[src/include/csr_pkg.sv]
// Constants for the core special register block
package csr_pkg;
    // Wishbone byte addresses (word per register)
    localparam logic [7:0] ADDR_STATUS = 8'h00;
    localparam logic [7:0] ADDR_STACK = 8'h04;
    localparam logic [7:0] ADDR_DP_LOW = 8'h08;
    localparam logic [7:0] ADDR_DP_HIGH = 8'h0c;
    localparam logic [7:0] ADDR_ACC = 8'h10;
    // Status word bit positions
    localparam int BIT_CARRY = 7;
    localparam int BIT_AUX = 6;
    localparam int BIT_USER0 = 5;
    localparam int BIT_BANK_HI = 4;
    localparam int BIT_BANK_LO = 3;
    localparam int BIT_OVF = 2;
    localparam int BIT_USER1 = 1;
    localparam int BIT_PARITY = 0;
    // Reset values
    localparam logic [7:0] STATUS_RST = 8'h00;
    localparam logic [7:0] STACK_RST = 8'h07;
    localparam logic [7:0] DP_RST = 8'h00;
    localparam logic [15:0] PC_RST = 16'h0000;
    localparam logic [7:0] ACC_RST = 8'h00;
    // Bank base is bank number shifted left by this many bits
    localparam int BANK_SHIFT = 3;
    // Address source selects for external accesses
    typedef enum logic [1:0] {
        CSR_SRC_NONE,
        CSR_SRC_CODE_IDX,
        CSR_SRC_CODE,
        CSR_SRC_DATA
    } csr_src_e;
endpackage

[src/hw/csr_core_regs.sv]
// Core special registers: status word, stack, data pointer, program counter
`timescale 1ns/1ps

// What this block does
// - Bank bits 4,3 pick register bank base
// - Parity bit tracks accumulator even parity
// - User flags bits 5,1 software only
// - Stack pointer eight bits, resets 0x07
// - Stack pointer increments before push, call
// - Data pointer low, high bytes addressable
// - Data pointer written whole or bytewise
// - Data pointer addresses external code, data
// - Program counter sixteen bits, resets zero
// - Counter advances on opcode, operand fetch
// - Program counter has no register address
// - Status word resets to all zeros
module csr_core_regs (
    // Clock and reset
    input wire logic I_CLK,
    input wire logic I_RESET,
    // Wishbone slave
    input wire logic I_WB_CYC,
    input wire logic I_WB_STB,
    input wire logic I_WB_WE,
    input wire logic [7:0] I_WB_ADR,
    input wire logic [3:0] I_WB_SEL,
    input wire logic [31:0] I_WB_DAT,
    output logic [31:0] O_WB_DAT,
    output logic O_WB_ACK,
    output logic O_WB_ERR,
    // Execution unit: accumulator and flags
    input wire logic I_ACC_WE,
    input wire logic [7:0] I_ACC_DAT,
    input wire logic I_ALU_FLAGS_WE,
    input wire logic I_CARRY,
    input wire logic I_AUX_CARRY,
    input wire logic I_OVERFLOW,
    // Execution unit: stack
    input wire logic I_PUSH,
    input wire logic I_POP,
    // Execution unit: data pointer
    input wire logic I_DP_LOAD16,
    input wire logic [15:0] I_DP_DAT16,
    input wire logic I_DP_INC,
    // Execution unit: program counter
    input wire logic I_FETCH,
    input wire logic I_PC_LOAD,
    input wire logic [15:0] I_PC_DAT,
    // External address request
    input wire logic [1:0] I_EXT_SRC,
    // Outputs
    output logic [7:0] O_STATUS,
    output logic [7:0] O_ACC,
    output logic [7:0] O_STACK_PTR,
    output logic [7:0] O_PUSH_ADDR,
    output logic [15:0] O_DATA_PTR,
    output logic [15:0] O_PROG_CNT,
    output logic [7:0] O_BANK_BASE,
    output logic [15:0] O_EXT_ADDR,
    output logic O_EXT_CODE,
    output logic O_EXT_VALID
);

    // ==========================================
    // Bus decode
    // ==========================================
    logic req;
    logic wr;
    logic hit_status;
    logic hit_stack;
    logic hit_dpl;
    logic hit_dph;
    logic hit_acc;
    logic mapped;
    logic ack_r;
    logic err_r;
    logic [31:0] rdat_r;
    logic [31:0] rdat_nxt;

    // One-cycle pause after each ack or err keeps a held request from being answered in back-to-back cycles
    assign req = I_WB_CYC && I_WB_STB && !ack_r && !err_r;
    assign hit_status = (I_WB_ADR == csr_pkg::ADDR_STATUS);
    assign hit_stack = (I_WB_ADR == csr_pkg::ADDR_STACK);
    assign hit_dpl = (I_WB_ADR == csr_pkg::ADDR_DP_LOW);
    assign hit_dph = (I_WB_ADR == csr_pkg::ADDR_DP_HIGH);
    assign hit_acc = (I_WB_ADR == csr_pkg::ADDR_ACC);
    // No address reaches the program counter
    assign mapped = hit_status || hit_stack || hit_dpl || hit_dph || hit_acc;
    assign wr = req && mapped && I_WB_WE && I_WB_SEL[0];

    // ==========================================
    // Registers
    // ==========================================
    logic [7:0] status_flags_word_r;
    logic [7:0] stack_top_pointer_r;
    logic [7:0] data_pointer_low_byte_r;
    logic [7:0] data_pointer_high_byte_r;
    logic [15:0] program_counter_r;
    logic [7:0] acc_r;
    logic [7:0] acc_nxt;
    logic parity_nxt;
    logic [7:0] status_flags_word_nxt;
    logic [7:0] stack_top_pointer_nxt;
    logic [7:0] push_addr_r;
    logic [1:0] bank_nxt;
    logic [7:0] bank_base_r;

    // Bank bits as they stand after reset
    localparam logic [1:0] BANK_RST = {csr_pkg::STATUS_RST[csr_pkg::BIT_BANK_HI],
                                       csr_pkg::STATUS_RST[csr_pkg::BIT_BANK_LO]};

    // Core write wins: the bus cannot race an instruction
    assign acc_nxt = I_ACC_WE ? I_ACC_DAT : ((wr && hit_acc) ? I_WB_DAT[7:0] : acc_r);
    assign parity_nxt = ^acc_nxt;

    always_ff @(posedge I_CLK) begin
        if (I_RESET) begin
            acc_r <= csr_pkg::ACC_RST;
        end else begin
            acc_r <= acc_nxt;
        end
    end

    // Bus write first, then hardware flags on top of it in the same cycle
    always_comb begin
        status_flags_word_nxt = status_flags_word_r;
        if (wr && hit_status) begin
            // User flags and bank bits only change here
            status_flags_word_nxt = I_WB_DAT[7:0];
        end
        if (I_ALU_FLAGS_WE) begin
            status_flags_word_nxt[csr_pkg::BIT_CARRY] = I_CARRY;
            status_flags_word_nxt[csr_pkg::BIT_AUX] = I_AUX_CARRY;
            status_flags_word_nxt[csr_pkg::BIT_OVF] = I_OVERFLOW;
        end
        // Parity is read-only: a write cannot disturb it
        status_flags_word_nxt[csr_pkg::BIT_PARITY] = parity_nxt;
    end

    always_ff @(posedge I_CLK) begin
        if (I_RESET) begin
            status_flags_word_r <= csr_pkg::STATUS_RST;
        end else begin
            status_flags_word_r <= status_flags_word_nxt;
        end
    end

    assign bank_nxt = {status_flags_word_nxt[csr_pkg::BIT_BANK_HI],
                       status_flags_word_nxt[csr_pkg::BIT_BANK_LO]};

    // Base kept in a flop of its own so the output follows the status word exactly
    always_ff @(posedge I_CLK) begin
        if (I_RESET) begin
            bank_base_r <= 8'(BANK_RST) << csr_pkg::BANK_SHIFT;
        end else begin
            bank_base_r <= 8'(bank_nxt) << csr_pkg::BANK_SHIFT;
        end
    end

    // Push wins over pop, and both over a bus write in the same cycle
    always_comb begin
        stack_top_pointer_nxt = stack_top_pointer_r;
        if (I_PUSH) begin
            stack_top_pointer_nxt = stack_top_pointer_r + 8'h01;
        end else if (I_POP) begin
            stack_top_pointer_nxt = stack_top_pointer_r - 8'h01;
        end else if (wr && hit_stack) begin
            stack_top_pointer_nxt = I_WB_DAT[7:0];
        end
    end

    always_ff @(posedge I_CLK) begin
        if (I_RESET) begin
            stack_top_pointer_r <= csr_pkg::STACK_RST;
        end else begin
            stack_top_pointer_r <= stack_top_pointer_nxt;
        end
    end

    // Next push target registered, so the core can store before the pointer moves
    always_ff @(posedge I_CLK) begin
        if (I_RESET) begin
            push_addr_r <= csr_pkg::STACK_RST + 8'h01;
        end else begin
            push_addr_r <= stack_top_pointer_nxt + 8'h01;
        end
    end

    always_ff @(posedge I_CLK) begin
        if (I_RESET) begin
            data_pointer_low_byte_r <= csr_pkg::DP_RST;
            data_pointer_high_byte_r <= csr_pkg::DP_RST;
        // Core strobes win over bus writes landing in the same cycle
        end else if (I_DP_LOAD16) begin
            data_pointer_high_byte_r <= I_DP_DAT16[15:8];
            data_pointer_low_byte_r <= I_DP_DAT16[7:0];
        end else if (I_DP_INC) begin
            {data_pointer_high_byte_r, data_pointer_low_byte_r} <=
                {data_pointer_high_byte_r, data_pointer_low_byte_r} + 16'h0001;
        end else begin
            if (wr && hit_dpl) begin
                data_pointer_low_byte_r <= I_WB_DAT[7:0];
            end
            if (wr && hit_dph) begin
                data_pointer_high_byte_r <= I_WB_DAT[7:0];
            end
        end
    end

    always_ff @(posedge I_CLK) begin
        if (I_RESET) begin
            program_counter_r <= csr_pkg::PC_RST;
        // A jump replaces the count outright, even during a fetch
        end else if (I_PC_LOAD) begin
            program_counter_r <= I_PC_DAT;
        end else if (I_FETCH) begin
            program_counter_r <= program_counter_r + 16'h0001;
        end
    end

    // ==========================================
    // Bus answer
    // ==========================================
    always_comb begin
        rdat_nxt = 32'h0000_0000;
        if (hit_status) begin
            rdat_nxt[7:0] = status_flags_word_r;
        end else if (hit_stack) begin
            rdat_nxt[7:0] = stack_top_pointer_r;
        end else if (hit_dpl) begin
            rdat_nxt[7:0] = data_pointer_low_byte_r;
        end else if (hit_dph) begin
            rdat_nxt[7:0] = data_pointer_high_byte_r;
        end else if (hit_acc) begin
            rdat_nxt[7:0] = acc_r;
        end
    end

    always_ff @(posedge I_CLK) begin
        if (I_RESET) begin
            ack_r <= 1'b0;
            err_r <= 1'b0;
            rdat_r <= 32'h0000_0000;
        end else begin
            ack_r <= req && mapped;
            err_r <= req && !mapped;
            if (req) begin
                rdat_r <= rdat_nxt;
            end
        end
    end

    // ==========================================
    // Outputs
    // ==========================================
    logic [15:0] data_pointer_word;
    logic [15:0] ext_addr_r;
    logic ext_code_r;
    logic ext_valid_r;

    assign data_pointer_word = {data_pointer_high_byte_r, data_pointer_low_byte_r};

    // Address is held while idle so a slow memory can keep using it
    always_ff @(posedge I_CLK) begin
        if (I_RESET) begin
            ext_addr_r <= {csr_pkg::DP_RST, csr_pkg::DP_RST};
        end else begin
            case (csr_pkg::csr_src_e'(I_EXT_SRC))
                csr_pkg::CSR_SRC_CODE_IDX: ext_addr_r <= data_pointer_word + {8'h00, acc_r};
                csr_pkg::CSR_SRC_CODE: ext_addr_r <= data_pointer_word;
                csr_pkg::CSR_SRC_DATA: ext_addr_r <= data_pointer_word;
                default: ext_addr_r <= ext_addr_r;
            endcase
        end
    end

    // Kind of access travels with the address, one cycle after the request
    always_ff @(posedge I_CLK) begin
        if (I_RESET) begin
            ext_code_r <= 1'b0;
            ext_valid_r <= 1'b0;
        end else begin
            ext_valid_r <= (I_EXT_SRC != 2'(csr_pkg::CSR_SRC_NONE));
            ext_code_r <= (I_EXT_SRC != 2'(csr_pkg::CSR_SRC_DATA));
        end
    end

    assign O_WB_ACK = ack_r;
    assign O_WB_ERR = err_r;
    assign O_WB_DAT = rdat_r;
    assign O_STATUS = status_flags_word_r;
    assign O_ACC = acc_r;
    assign O_STACK_PTR = stack_top_pointer_r;
    assign O_PUSH_ADDR = push_addr_r;
    assign O_DATA_PTR = data_pointer_word;
    assign O_PROG_CNT = program_counter_r;
    assign O_BANK_BASE = bank_base_r;
    assign O_EXT_ADDR = ext_addr_r;
    assign O_EXT_CODE = ext_code_r;
    assign O_EXT_VALID = ext_valid_r;

endmodule // csr_core_regs

[config.mk]
export PLATFORM = sky130hd
export DESIGN_NAME = csr_core_regs
export DESIGN_NICKNAME = d
export VERILOG_FILES = /design/src/include/csr_pkg.sv /design/src/hw/csr_core_regs.sv
export SDC_FILE = /design/constraint.sdc
export NUM_CORES = 1
export LEC_CHECK = 0
export ABC_AREA = 1
export BUFFER_PORTS_ARGS = -buffer_cell sky130_fd_sc_hd__buf_2
export CORE_MARGIN = 5
export CORE_UTILIZATION = 30
export DETAILED_ROUTE_END_ITERATION = 7
export SETUP_SLACK_MARGIN = 0.02
export SLEW_MARGIN = 5
export SYNTH_ARGS = -nofsm -noshare
export SYNTH_HDL_FRONTEND = slang
export SYNTH_SLANG_ARGS = --single-unit
[constraint.sdc]
create_clock -name I_CLK -period 2.4 [get_ports I_CLK]
set_input_delay 0.6 -clock I_CLK [delete_from_list [all_inputs] [get_ports I_CLK]]
set_output_delay 0.6 -clock I_CLK [all_outputs]
set_load 0.1 [all_outputs]
==> impl_metrics.json, run 1 <==
{
  "outcome": "finished, final reports clean",
  "synth_area_um2": 6050,
  "worstHoldPathType": "flip-flop to flip-flop",
  "slowest_stage": "dfxtp_2",
  "crit_top_cell": "nand2_1",
  "max_slew_margin_pct": 61.6,
  "die_w_um": 152,
  "hpwl_mm": 16.8,
  "critPathRequiredTime_ns": 2.66,
  "yosysSeqAreaShare_pct": 30.5,
  "cts_resized": 0,
  "final_cell_mix": "nand2_1 (209), buf_2 (168), inv_1 (100)",
  "syn_avg_cell_area_um2": 6.61,
  "setup_violations": 0,
  "async_flop_share_pct": 0,
  "post-cts-setup-buffers": 0,
  "grt_use_total_pct": 17.6,
  "clk_pin_slew_ns": 0.07,
  "antenna_found_initial": 0,
  "drtPass1Iterations": 5,
  "post_drt_via_cell_ratio": 4.78,
  "hold_viol": 0,
  "max_freq_ghz": 0.457,
  "wire_per_inst_um": 15.4,
  "worstPathCellList": "inv_1, fa_1, inv_1, nand3_1, nand2_1, nand4_1, o211ai_1, nand2_1, nor2_1, nand2_1, a21oi_1, o21ai_0, nand2_1, inv_1",
  "htree_levels": 3,
  "end_kind": "flip-flop",
  "drive_gt1_share_pct": 24.6,
  "skew_ns": 0.00624,
  "gp_congestion": 0.919,
  "criticalPathCategory": "flip-flop to flip-flop",
  "ys_warn_count": 0,
  "rsz0062_at_grt": "false",
  "yosys.area.top_type_share_pct": 30.5,
  "die_area_um2": 23100,
  "clockBufferDepth": 2,
  "cp.arrival_ns": 2.45,
  "final_util_pct": 37.7,
  "ys.flop_type": "dfxtp_1",
  "nets": 1209,
  "vias": 6543,
  "synth_area_leaders": "dfxtp_1 (30%), nand2_1 (13%), o21ai_0 (6.9%)",
  "portBuffers": 168,
  "ant_nets": 0,
  "ir_drop_uv": 341,
  "path_buf_inv": 3,
  "finalCritPeriodShare_pct": 91.3,
  "clk_latency_ns": 0.35,
  "grt_start_max_net_pins": 38,
  "tightest_slew_ns": 0.574,
  "drt_iter0_markers": 416,
  "worst-path-max-fanout": 7,
  "placed_area_um2": 7220,
  "hold_buffers": 0,
  "cts-root-buf": "clkbuf_16",
  "synth-edff-count": 0,
  "numCtsBuffers": 9,
  "overflow": 0,
  "max_cap_violations": 0,
  "syn_inst": 914,
  "layout_commonest_cell": "nand2_1",
  "io_pins": 226,
  "numClockSinks": 92,
  "synth_cell_types": 46,
  "row_count": 52,
  "grt_pass1_wl_mm": 32.9,
  "cp-start-kind": "flip-flop",
  "max_stage_delay_ns": 0.40,
  "finalInstanceArea_um2": 7550,
  "wl_mm": 21.1,
  "fin_crit_ns": 2.19,
  "syn_to_final_growth_pct": 24.9,
  "synth_top_area_cell": "dfxtp_1",
  "cp_top_family": "simple AND/OR/NAND/NOR gates",
  "cts_tree": "built",
  "core_area_um2": 20000,
  "die_y_um": 152,
  "diodes": 0,
  "finalMaxSlewViolations": 0,
  "ys_ff_latch": 92,
  "grt_pass1_vias": 6004,
  "powerDensity_nw_per_um2": 702,
  "leakage_nw": 3.78,
  "drc": 0,
  "initial_core_util_pct": 30.2
}
[per-stage QoR]
stage                     instances  setup TNS, ns  total power [W]  setup slack [ns]  hold WS [ns]
after floorplan                 943        -0.0358          0.00335           -0.0358         0.681
after global placement         1352              0          0.00370            0.0927         0.452
after detailed placement       1352              0          0.00371            0.0768         0.458
after CTS                      1368              0          0.00533             0.205         0.460
after global routing           1368              0          0.00554            0.0309         0.478
final                          1368              0          0.00530             0.210         0.463
[per-layer routing]
layer | part of all wire (%) | vias to the layer above | track usage, %
met1 | 48 | 2975 | 24.4
li1 | - | 3321 | -
met2 | 45 | 222 | 28.1
met3 | 5.9 | 25 | 3.27
met5 | 0 | - | 0
met4 | 1.4 | 0 | 4.62
[layout make-up]
cell class | count | area [um2]
Clock inverter | 3 | 67.6
Inverter | 107 | 402
Fill cell | 2229 | 12500
Sequential cell | 92 | 1860
Multi-Input combinational cell | 684 | 3510
Tap cell | 270 | 338
Clock buffer | 13 | 262
Timing Repair Buffer | 199 | 1110
[registers in the layout, summed over array words and instances (netlist names), 8 cells and up]
signal / flops
data_pointer_low_byte_r: 8
O_ACC: 8
O_WB_DAT: 8
data_pointer_high_byte_r: 8
O_STACK_PTR: 8
O_STATUS: 8
O_PUSH_ADDR: 8
O_EXT_ADDR: 16
O_PROG_CNT: 16
[power by group]
part	total, W	internal [W]	switching [W]
combinational	0.00191	0.000357	0.00155
sequential	0.00177	0.00165	0.000121
clock	0.00163	0.000979	0.000648
total	0.00530	0.00298	0.00232
[path summary, 6_finish.rpt]
kind / from / end / slack (ns) / cells after the start
worst max-delay path: data_pointer_low_byte_r[1] / O_EXT_ADDR[12] / 0.21 / 14
worst min-delay path: O_WB_DAT[1] / O_WB_DAT[1] / 0.46 / 2
worst max register to register: data_pointer_low_byte_r[1] / O_EXT_ADDR[12] / 0.21 / 14
worst min register to register: O_WB_DAT[1] / O_WB_DAT[1] / 0.46 / 2
[Yosys cell counts, types with 7 or more instances]
library cell and instances:
o21ai_0 83, nor2_1 70, ha_1 13, nor3_1 12, o22ai_1 7, a21oi_1 74, dfxtp_1 92, inv_1 100
a31oi_1 11, a211oi_1 7, nand2_1 209, nand4_1 15, or2_2 7, xor2_1 21, buf_4 37, clkbuf_1 15
nand3_1 65, nand2_2 11
[worst reg2reg max path: stages (launching register included)]
cell,delay [ns]
dfxtp_2,0.40
inv_1,0.11
fa_1,0.39
inv_1,0.10
nand3_1,0.08
nand2_1,0.14
nand4_1,0.09
o211ai_1,0.11
nand2_1,0.12
nor2_1,0.17
nand2_1,0.10
a21oi_1,0.12
o21ai_0,0.09
nand2_1,0.07
inv_1,0.03
[kinds of logic after synthesis]
logic type	count (synthesis)	share of synthesized area [%]
AOI/OAI and AO/OA	205	18.7
xor gates and xnor gates	26	3.77
adders and majority gates	14	3.02
buffers and inverters	167	13.3
DFF	92	30.5
muxes	2	0.331
other	1	0.0620
and+or+nand+nor	407	30.4
Note: power is estimated with default switching activity, not from simulation.
==> run 2: changes to the inputs <==
--- a/config.mk
+++ b/config.mk
@@ -10,6 +10,8 @@
 export CORE_MARGIN = 5
 export CORE_UTILIZATION = 30
 export DETAILED_ROUTE_END_ITERATION = 7
+export GPL_TIMING_DRIVEN = 0
+export PLACE_DENSITY = 0.62
 export SETUP_SLACK_MARGIN = 0.02
 export SLEW_MARGIN = 5
 export SYNTH_ARGS = -nofsm -noshare
==> impl_metrics.json, run 2 (synthesized netlist as in run 1, its figures left out) <==
{
  "setup_violations": 0,
  "placed_area_um2": 7340,
  "clk_pin_slew_ns": 0.08,
  "switching_share_pct": 44.6,
  "nets": 1237,
  "rsz0062_at_grt": "false",
  "end_kind": "flip-flop",
  "gp_congestion": 0.960,
  "ir_drop_uv": 306,
  "setup_ws_ns": 0.188,
  "fin_crit_ns": 2.21,
  "numCtsBuffers": 9,
  "r2r_end": "O_EXT_ADDR[12]",
  "cp_top_family": "simple AND/OR/NAND/NOR gates",
  "leakage_nw": 3.88,
  "ant_nets": 0,
  "wire_per_inst_um": 16.1,
  "multi_input_area_um2": 3540,
  "cts_tree": "built",
  "max_slew_margin_pct": 44.1,
  "hpwl_mm": 18.1,
  "p_int_w": 0.00294,
  "power_w": 0.00531,
  "worstHoldPathType": "flip-flop to flip-flop",
  "clock_power_share_pct": 29.9,
  "cts-root-buf": "clkbuf_16",
  "cp-endpoint": "O_EXT_ADDR[12]",
  "tightest_slew_ns": 0.838,
  "post_drt_via_cell_ratio": 4.78,
  "max_stage_delay_ns": 0.41,
  "worstPathCellList": "ha_4, inv_1, fa_1, inv_1, nand3_1, nand2_2, nand4_1, o211ai_1, nand2_1, nor2_2, nand2_2, a21oi_2, o21ai_1, nand2_1, inv_1",
  "initial_core_util_pct": 30.2,
  "clk_latency_ns": 0.35,
  "finalMaxSlewViolations": 0,
  "worst-path-max-fanout": 8,
  "slowest_stage": "dfxtp_4",
  "die_area_um2": 23100,
  "reg2reg_slack_ns": 0.19,
  "final_cell_mix": "nand2_1 (207), buf_2 (169), inv_1 (100)",
  "cp-startpoint": "data_pointer_low_byte_r[0]",
  "drc": 0,
  "crit_top_cell": "inv_1",
  "powerDensity_nw_per_um2": 689,
  "crit_cells": 15,
  "clockBufferDepth": 2,
  "critPathRequiredTime_ns": 2.66,
  "outcome": "finished, final reports clean",
  "hold_buffers": 0,
  "fillers": 2252,
  "timing.rr.start": "data_pointer_low_byte_r[0]",
  "switching_power_w": 0.00236,
  "die_y_um": 152,
  "diodes": 0,
  "finalCritPeriodShare_pct": 92.2,
  "grt_start_max_net_pins": 17,
  "pre_cts_slack_ns": -0.228,
  "cp.arrival_ns": 2.47,
  "finalInstanceArea_um2": 7710,
  "hold_viol": 0,
  "die_w_um": 152,
  "vias": 6679,
  "skew_ns": 0.0123,
  "portBuffers": 165,
  "wl_mm": 22.5,
  "hold_depth": 2,
  "drive_gt1_share_pct": 25.9,
  "grt_pass1_wl_mm": 34.6,
  "cp-start-kind": "flip-flop",
  "seqPwrFrac_pct": 33.5,
  "overflow": 0,
  "path_buf_inv": 3,
  "criticalPathCategory": "flip-flop to flip-flop",
  "drt_iter0_markers": 596,
  "max_freq_ghz": 0.452,
  "r2r_cells": 15,
  "final.setup.tns_ns": 0,
  "grt_pass1_vias": 6206,
  "numClockSinks": 92,
  "max_cap_violations": 0,
  "io_pins": 226,
  "layout_commonest_cell": "nand2_1",
  "syn_to_final_growth_pct": 27.5,
  "p_comb_share_pct": 36.6,
  "grt_use_total_pct": 18.6,
  "drtPass1Iterations": 5,
  "ff_latch_area_um2": 1860,
  "htree_levels": 3,
  "core_area_um2": 20000,
  "antenna_found_initial": 0,
  "row_count": 52
}
==> run 2: metrics by stage <==
stage          utilization [%]  std cells  hold slack [ns]
2_1_floorplan                -        943            0.681
3_3_place_gp              36.6       1378            0.453
3_5_place_dp              36.6       1378            0.453
4_1_cts                   38.2       1394            0.464
5_1_grt                   38.5       1396            0.484
6_report                  38.5       1396            0.461
==> run 2: routing by layer <==
| metal | wire [um] | up-vias | GRT usage (%) |
|---|---|---|---|
| met3 | 1640 | 40 | 4.44 |
| met1 | 10300 | 2995 | 25.3 |
| li1 | - | 3384 | - |
| met2 | 9770 | 260 | 28.7 |
| met5 | 0 | - | 0 |
| met4 | 749 | 0 | 7.11 |
==> run 2: final cells by class <==
type,instances,area share [%]
Timing Repair Buffer,167,10.9
Sequential cell,92,24.2
Clock inverter,7,1.27
Tap cell,270,4.38
Multi-Input combinational cell,684,45.9
Clock buffer,9,2.92
Inverter,107,5.21
Buffer,60,5.20
==> run 2: power by group through the flow <==
| stage | combinational, W | sequential, W | clock (W) |
|---|---|---|---|
| 2_1_floorplan | 0.000749 | 0.00260 | 0 |
| 3_3_place_gp | 0.00192 | 0.00181 | 0 |
| 3_5_place_dp | 0.00193 | 0.00181 | 0 |
| 4_1_cts | 0.00194 | 0.00177 | 0.00162 |
| 6_report | 0.00194 | 0.00178 | 0.00159 |
| 5_1_grt | 0.00205 | 0.00179 | 0.00168 |
==> run 2: worst min-delay path by stage <==
stage,from,slack (ns),end
2_1_floorplan,I_RESET,0.68,O_STACK_PTR[4]
3_3_place_gp,O_WB_DAT[0],0.45,O_WB_DAT[0]
3_5_place_dp,O_WB_DAT[1],0.45,O_WB_DAT[1]
4_1_cts,O_WB_DAT[1],0.46,O_WB_DAT[1]
5_1_grt,O_WB_DAT[1],0.48,O_WB_DAT[1]
6_report,O_WB_DAT[1],0.46,O_WB_DAT[1]
==> run 2: worst register-to-register path, cell delays in order (launching register included) <==
cell and delay (ns):
dfxtp_4 0.41, ha_4 0.15, inv_1 0.05, fa_1 0.34
inv_1 0.10, nand3_1 0.09, nand2_2 0.10, nand4_1 0.08
o211ai_1 0.11, nand2_1 0.14, nor2_2 0.19, nand2_2 0.08
a21oi_2 0.11, o21ai_1 0.08, nand2_1 0.07, inv_1 0.03
==> run 2: timing repair <==
action,CTS,global route
setup endpoints to repair,0,10
resized for setup,0,12
buffers inserted,0,2
endpoints found under the hold margin,0,0
==> run 3: changes to the inputs <==
==> constraint.sdc (replaced) <==
create_clock -name I_CLK -period 2.4 [get_ports I_CLK]
set_input_delay 0.6 -clock I_CLK [delete_from_list [all_inputs] [get_ports I_CLK]]
set_output_delay 0.6 -clock I_CLK [all_outputs]
set_load 0.005 [all_outputs]
==> impl_metrics.json, run 3 (synthesized netlist as in run 1, its figures left out) <==
{
  "tightest_slew_ns": 0.897,
  "grt_use_total_pct": 18.9,
  "final_util_pct": 38.6,
  "portBuffers": 165,
  "cts_tree": "built",
  "rsz0062_at_grt": "false",
  "worst-path-max-fanout": 6,
  "wl_mm": 22.8,
  "finalCritPeriodShare_pct": 92.5,
  "post_drt_via_cell_ratio": 4.83,
  "gp_congestion": 0.958,
  "end_kind": "flip-flop",
  "nets": 1240,
  "diodes": 0,
  "clockBufferDepth": 2,
  "setup_violations": 0,
  "max_slew_margin_pct": 40.2,
  "cp-start-kind": "flip-flop",
  "critPathRequiredTime_ns": 2.67,
  "grt_pass1_vias": 6210,
  "reg2reg_slack_ns": 0.18,
  "finalInstanceArea_um2": 7730,
  "cp.arrival_ns": 2.49,
  "final_cell_mix": "nand2_1 (207), buf_2 (169), inv_1 (100)",
  "grt_pass1_wl_mm": 34.9,
  "ir_drop_uv": 354,
  "skew_ns": 0.00963,
  "vias": 6756,
  "die_y_um": 152,
  "max_freq_ghz": 0.450,
  "die_w_um": 152,
  "drive_gt1_share_pct": 25.3,
  "syn_to_final_growth_pct": 27.9,
  "row_count": 52,
  "antenna_found_initial": 0,
  "wire_per_inst_um": 16.3,
  "crit_top_cell": "inv_1",
  "outcome": "finished, final reports clean",
  "power_w": 0.00441,
  "grt_start_max_net_pins": 17,
  "max_cap_violations": 0,
  "leakage_nw": 3.90,
  "cts-root-buf": "clkbuf_16",
  "drc": 0,
  "finalMaxSlewViolations": 0,
  "cp_top_family": "simple AND/OR/NAND/NOR gates",
  "htree_levels": 3,
  "worstHoldPathType": "flip-flop to flip-flop",
  "drtPass1Iterations": 5,
  "io_pins": 226,
  "numCtsBuffers": 9,
  "initial_core_util_pct": 30.2,
  "die_area_um2": 23100,
  "fin_crit_ns": 2.22,
  "fin_cells": 1399,
  "core_area_um2": 20000,
  "path_buf_inv": 3,
  "ant_nets": 0,
  "powerDensity_nw_per_um2": 570,
  "criticalPathCategory": "flip-flop to flip-flop",
  "max_stage_delay_ns": 0.39,
  "slowest_stage": "dfxtp_4",
  "layout_commonest_cell": "nand2_1",
  "placed_area_um2": 7320,
  "overflow": 0,
  "numClockSinks": 92,
  "worstPathCellList": "ha_2, inv_1, fa_1, inv_1, nand3_1, nand2_2, nand4_1, o211ai_1, nand2_2, nor2_2, nand2_1, a21oi_2, o21ai_0, nand2_1, inv_1",
  "post-place-cells": 1378,
  "drt_iter0_markers": 555,
  "final.setup.tns_ns": 0,
  "hold_viol": 0,
  "fillers": 2229,
  "hpwl_mm": 18.1,
  "clk_pin_slew_ns": 0.08,
  "clk_latency_ns": 0.36
}
-- run 3: cell types whose count changed in the layout (fill, tap and decap cells not counted) --
| cell | previous run | this run |
|---|---|---|
| buf_4 | 39 | 42 |
| dfxtp_2 | 10 | 1 |
| o21ai_0 | 80 | 81 |
| ha_2 | 0 | 1 |
| dfxtp_1 | 80 | 89 |
| inv_4 | 1 | 0 |
| o21ai_1 | 5 | 4 |
| ha_4 | 1 | 0 |
| clkinv_4 | 1 | 0 |
| inv_6 | 2 | 3 |
| bufinv_16 | 2 | 3 |
-- run 3: worst min-delay path, cell delays in order (launching register included) --
cell	delay, ns
dfxtp_1	0.31
nand2_1	0.06
a21oi_1	0.05
-- run 3: report_power, final --
part	total (W)	switching [W]	internal [W]
Combinational	0.000930	0.000556	0.000375
Sequential	0.00177	0.000128	0.00164
Clock	0.00171	0.000677	0.00103
-- run 3: cell type report --
type | count | area, um2 | area share (%)
multi-input cells | 684 | 3530 | 45.7
flip-flops and latches | 92 | 1850 | 23.9
repair buffers | 170 | 863 | 11.2
inverters | 107 | 402 | 5.20
plain buffers | 60 | 400 | 5.18
well taps | 270 | 338 | 4.37
clock buffers | 9 | 225 | 2.91
clock inverters | 7 | 121 | 1.57
-- run 3: repair_timing --
action	CTS	global route
hold buffers	0	0
pin swaps	0	2
setup endpoints to repair	2	5
gates resized for setup	1	13
cloned	0	0
buffers inserted	0	5
endpoints found under the hold margin	0	0
-- run 3: path summary, 6_finish.rpt --
check | startpoint | to | depth (start not counted)
setup reg to reg | data_pointer_low_byte_r[0] | O_EXT_ADDR[12] | 15
setup / recovery | data_pointer_low_byte_r[0] | O_EXT_ADDR[12] | 15
hold reg to reg | O_WB_DAT[1] | O_WB_DAT[1] | 2
hold / removal | O_WB_DAT[1] | O_WB_DAT[1] | 2
-- run 3: stage by stage --
| stage | hold WS, ns | worst slack, ns |
|---|---|---|
| after floorplan | 0.460 | 0.320 |
| after global placement | 0.453 | -0.180 |
| after detailed placement | 0.459 | -0.190 |
| after CTS | 0.465 | 0.0368 |
| after global routing | 0.485 | 0.0260 |
| final | 0.465 | 0.180 |
-- run 3: layer usage --
metal | vias up | wire length [um] | GRT usage, %
met5 | - | 0 | 0
met4 | 0 | 776 | 8.13
met3 | 42 | 1720 | 4.24
met2 | 280 | 10000 | 29.2
met1 | 3043 | 10200 | 25.4
li1 | 3391 | - | -
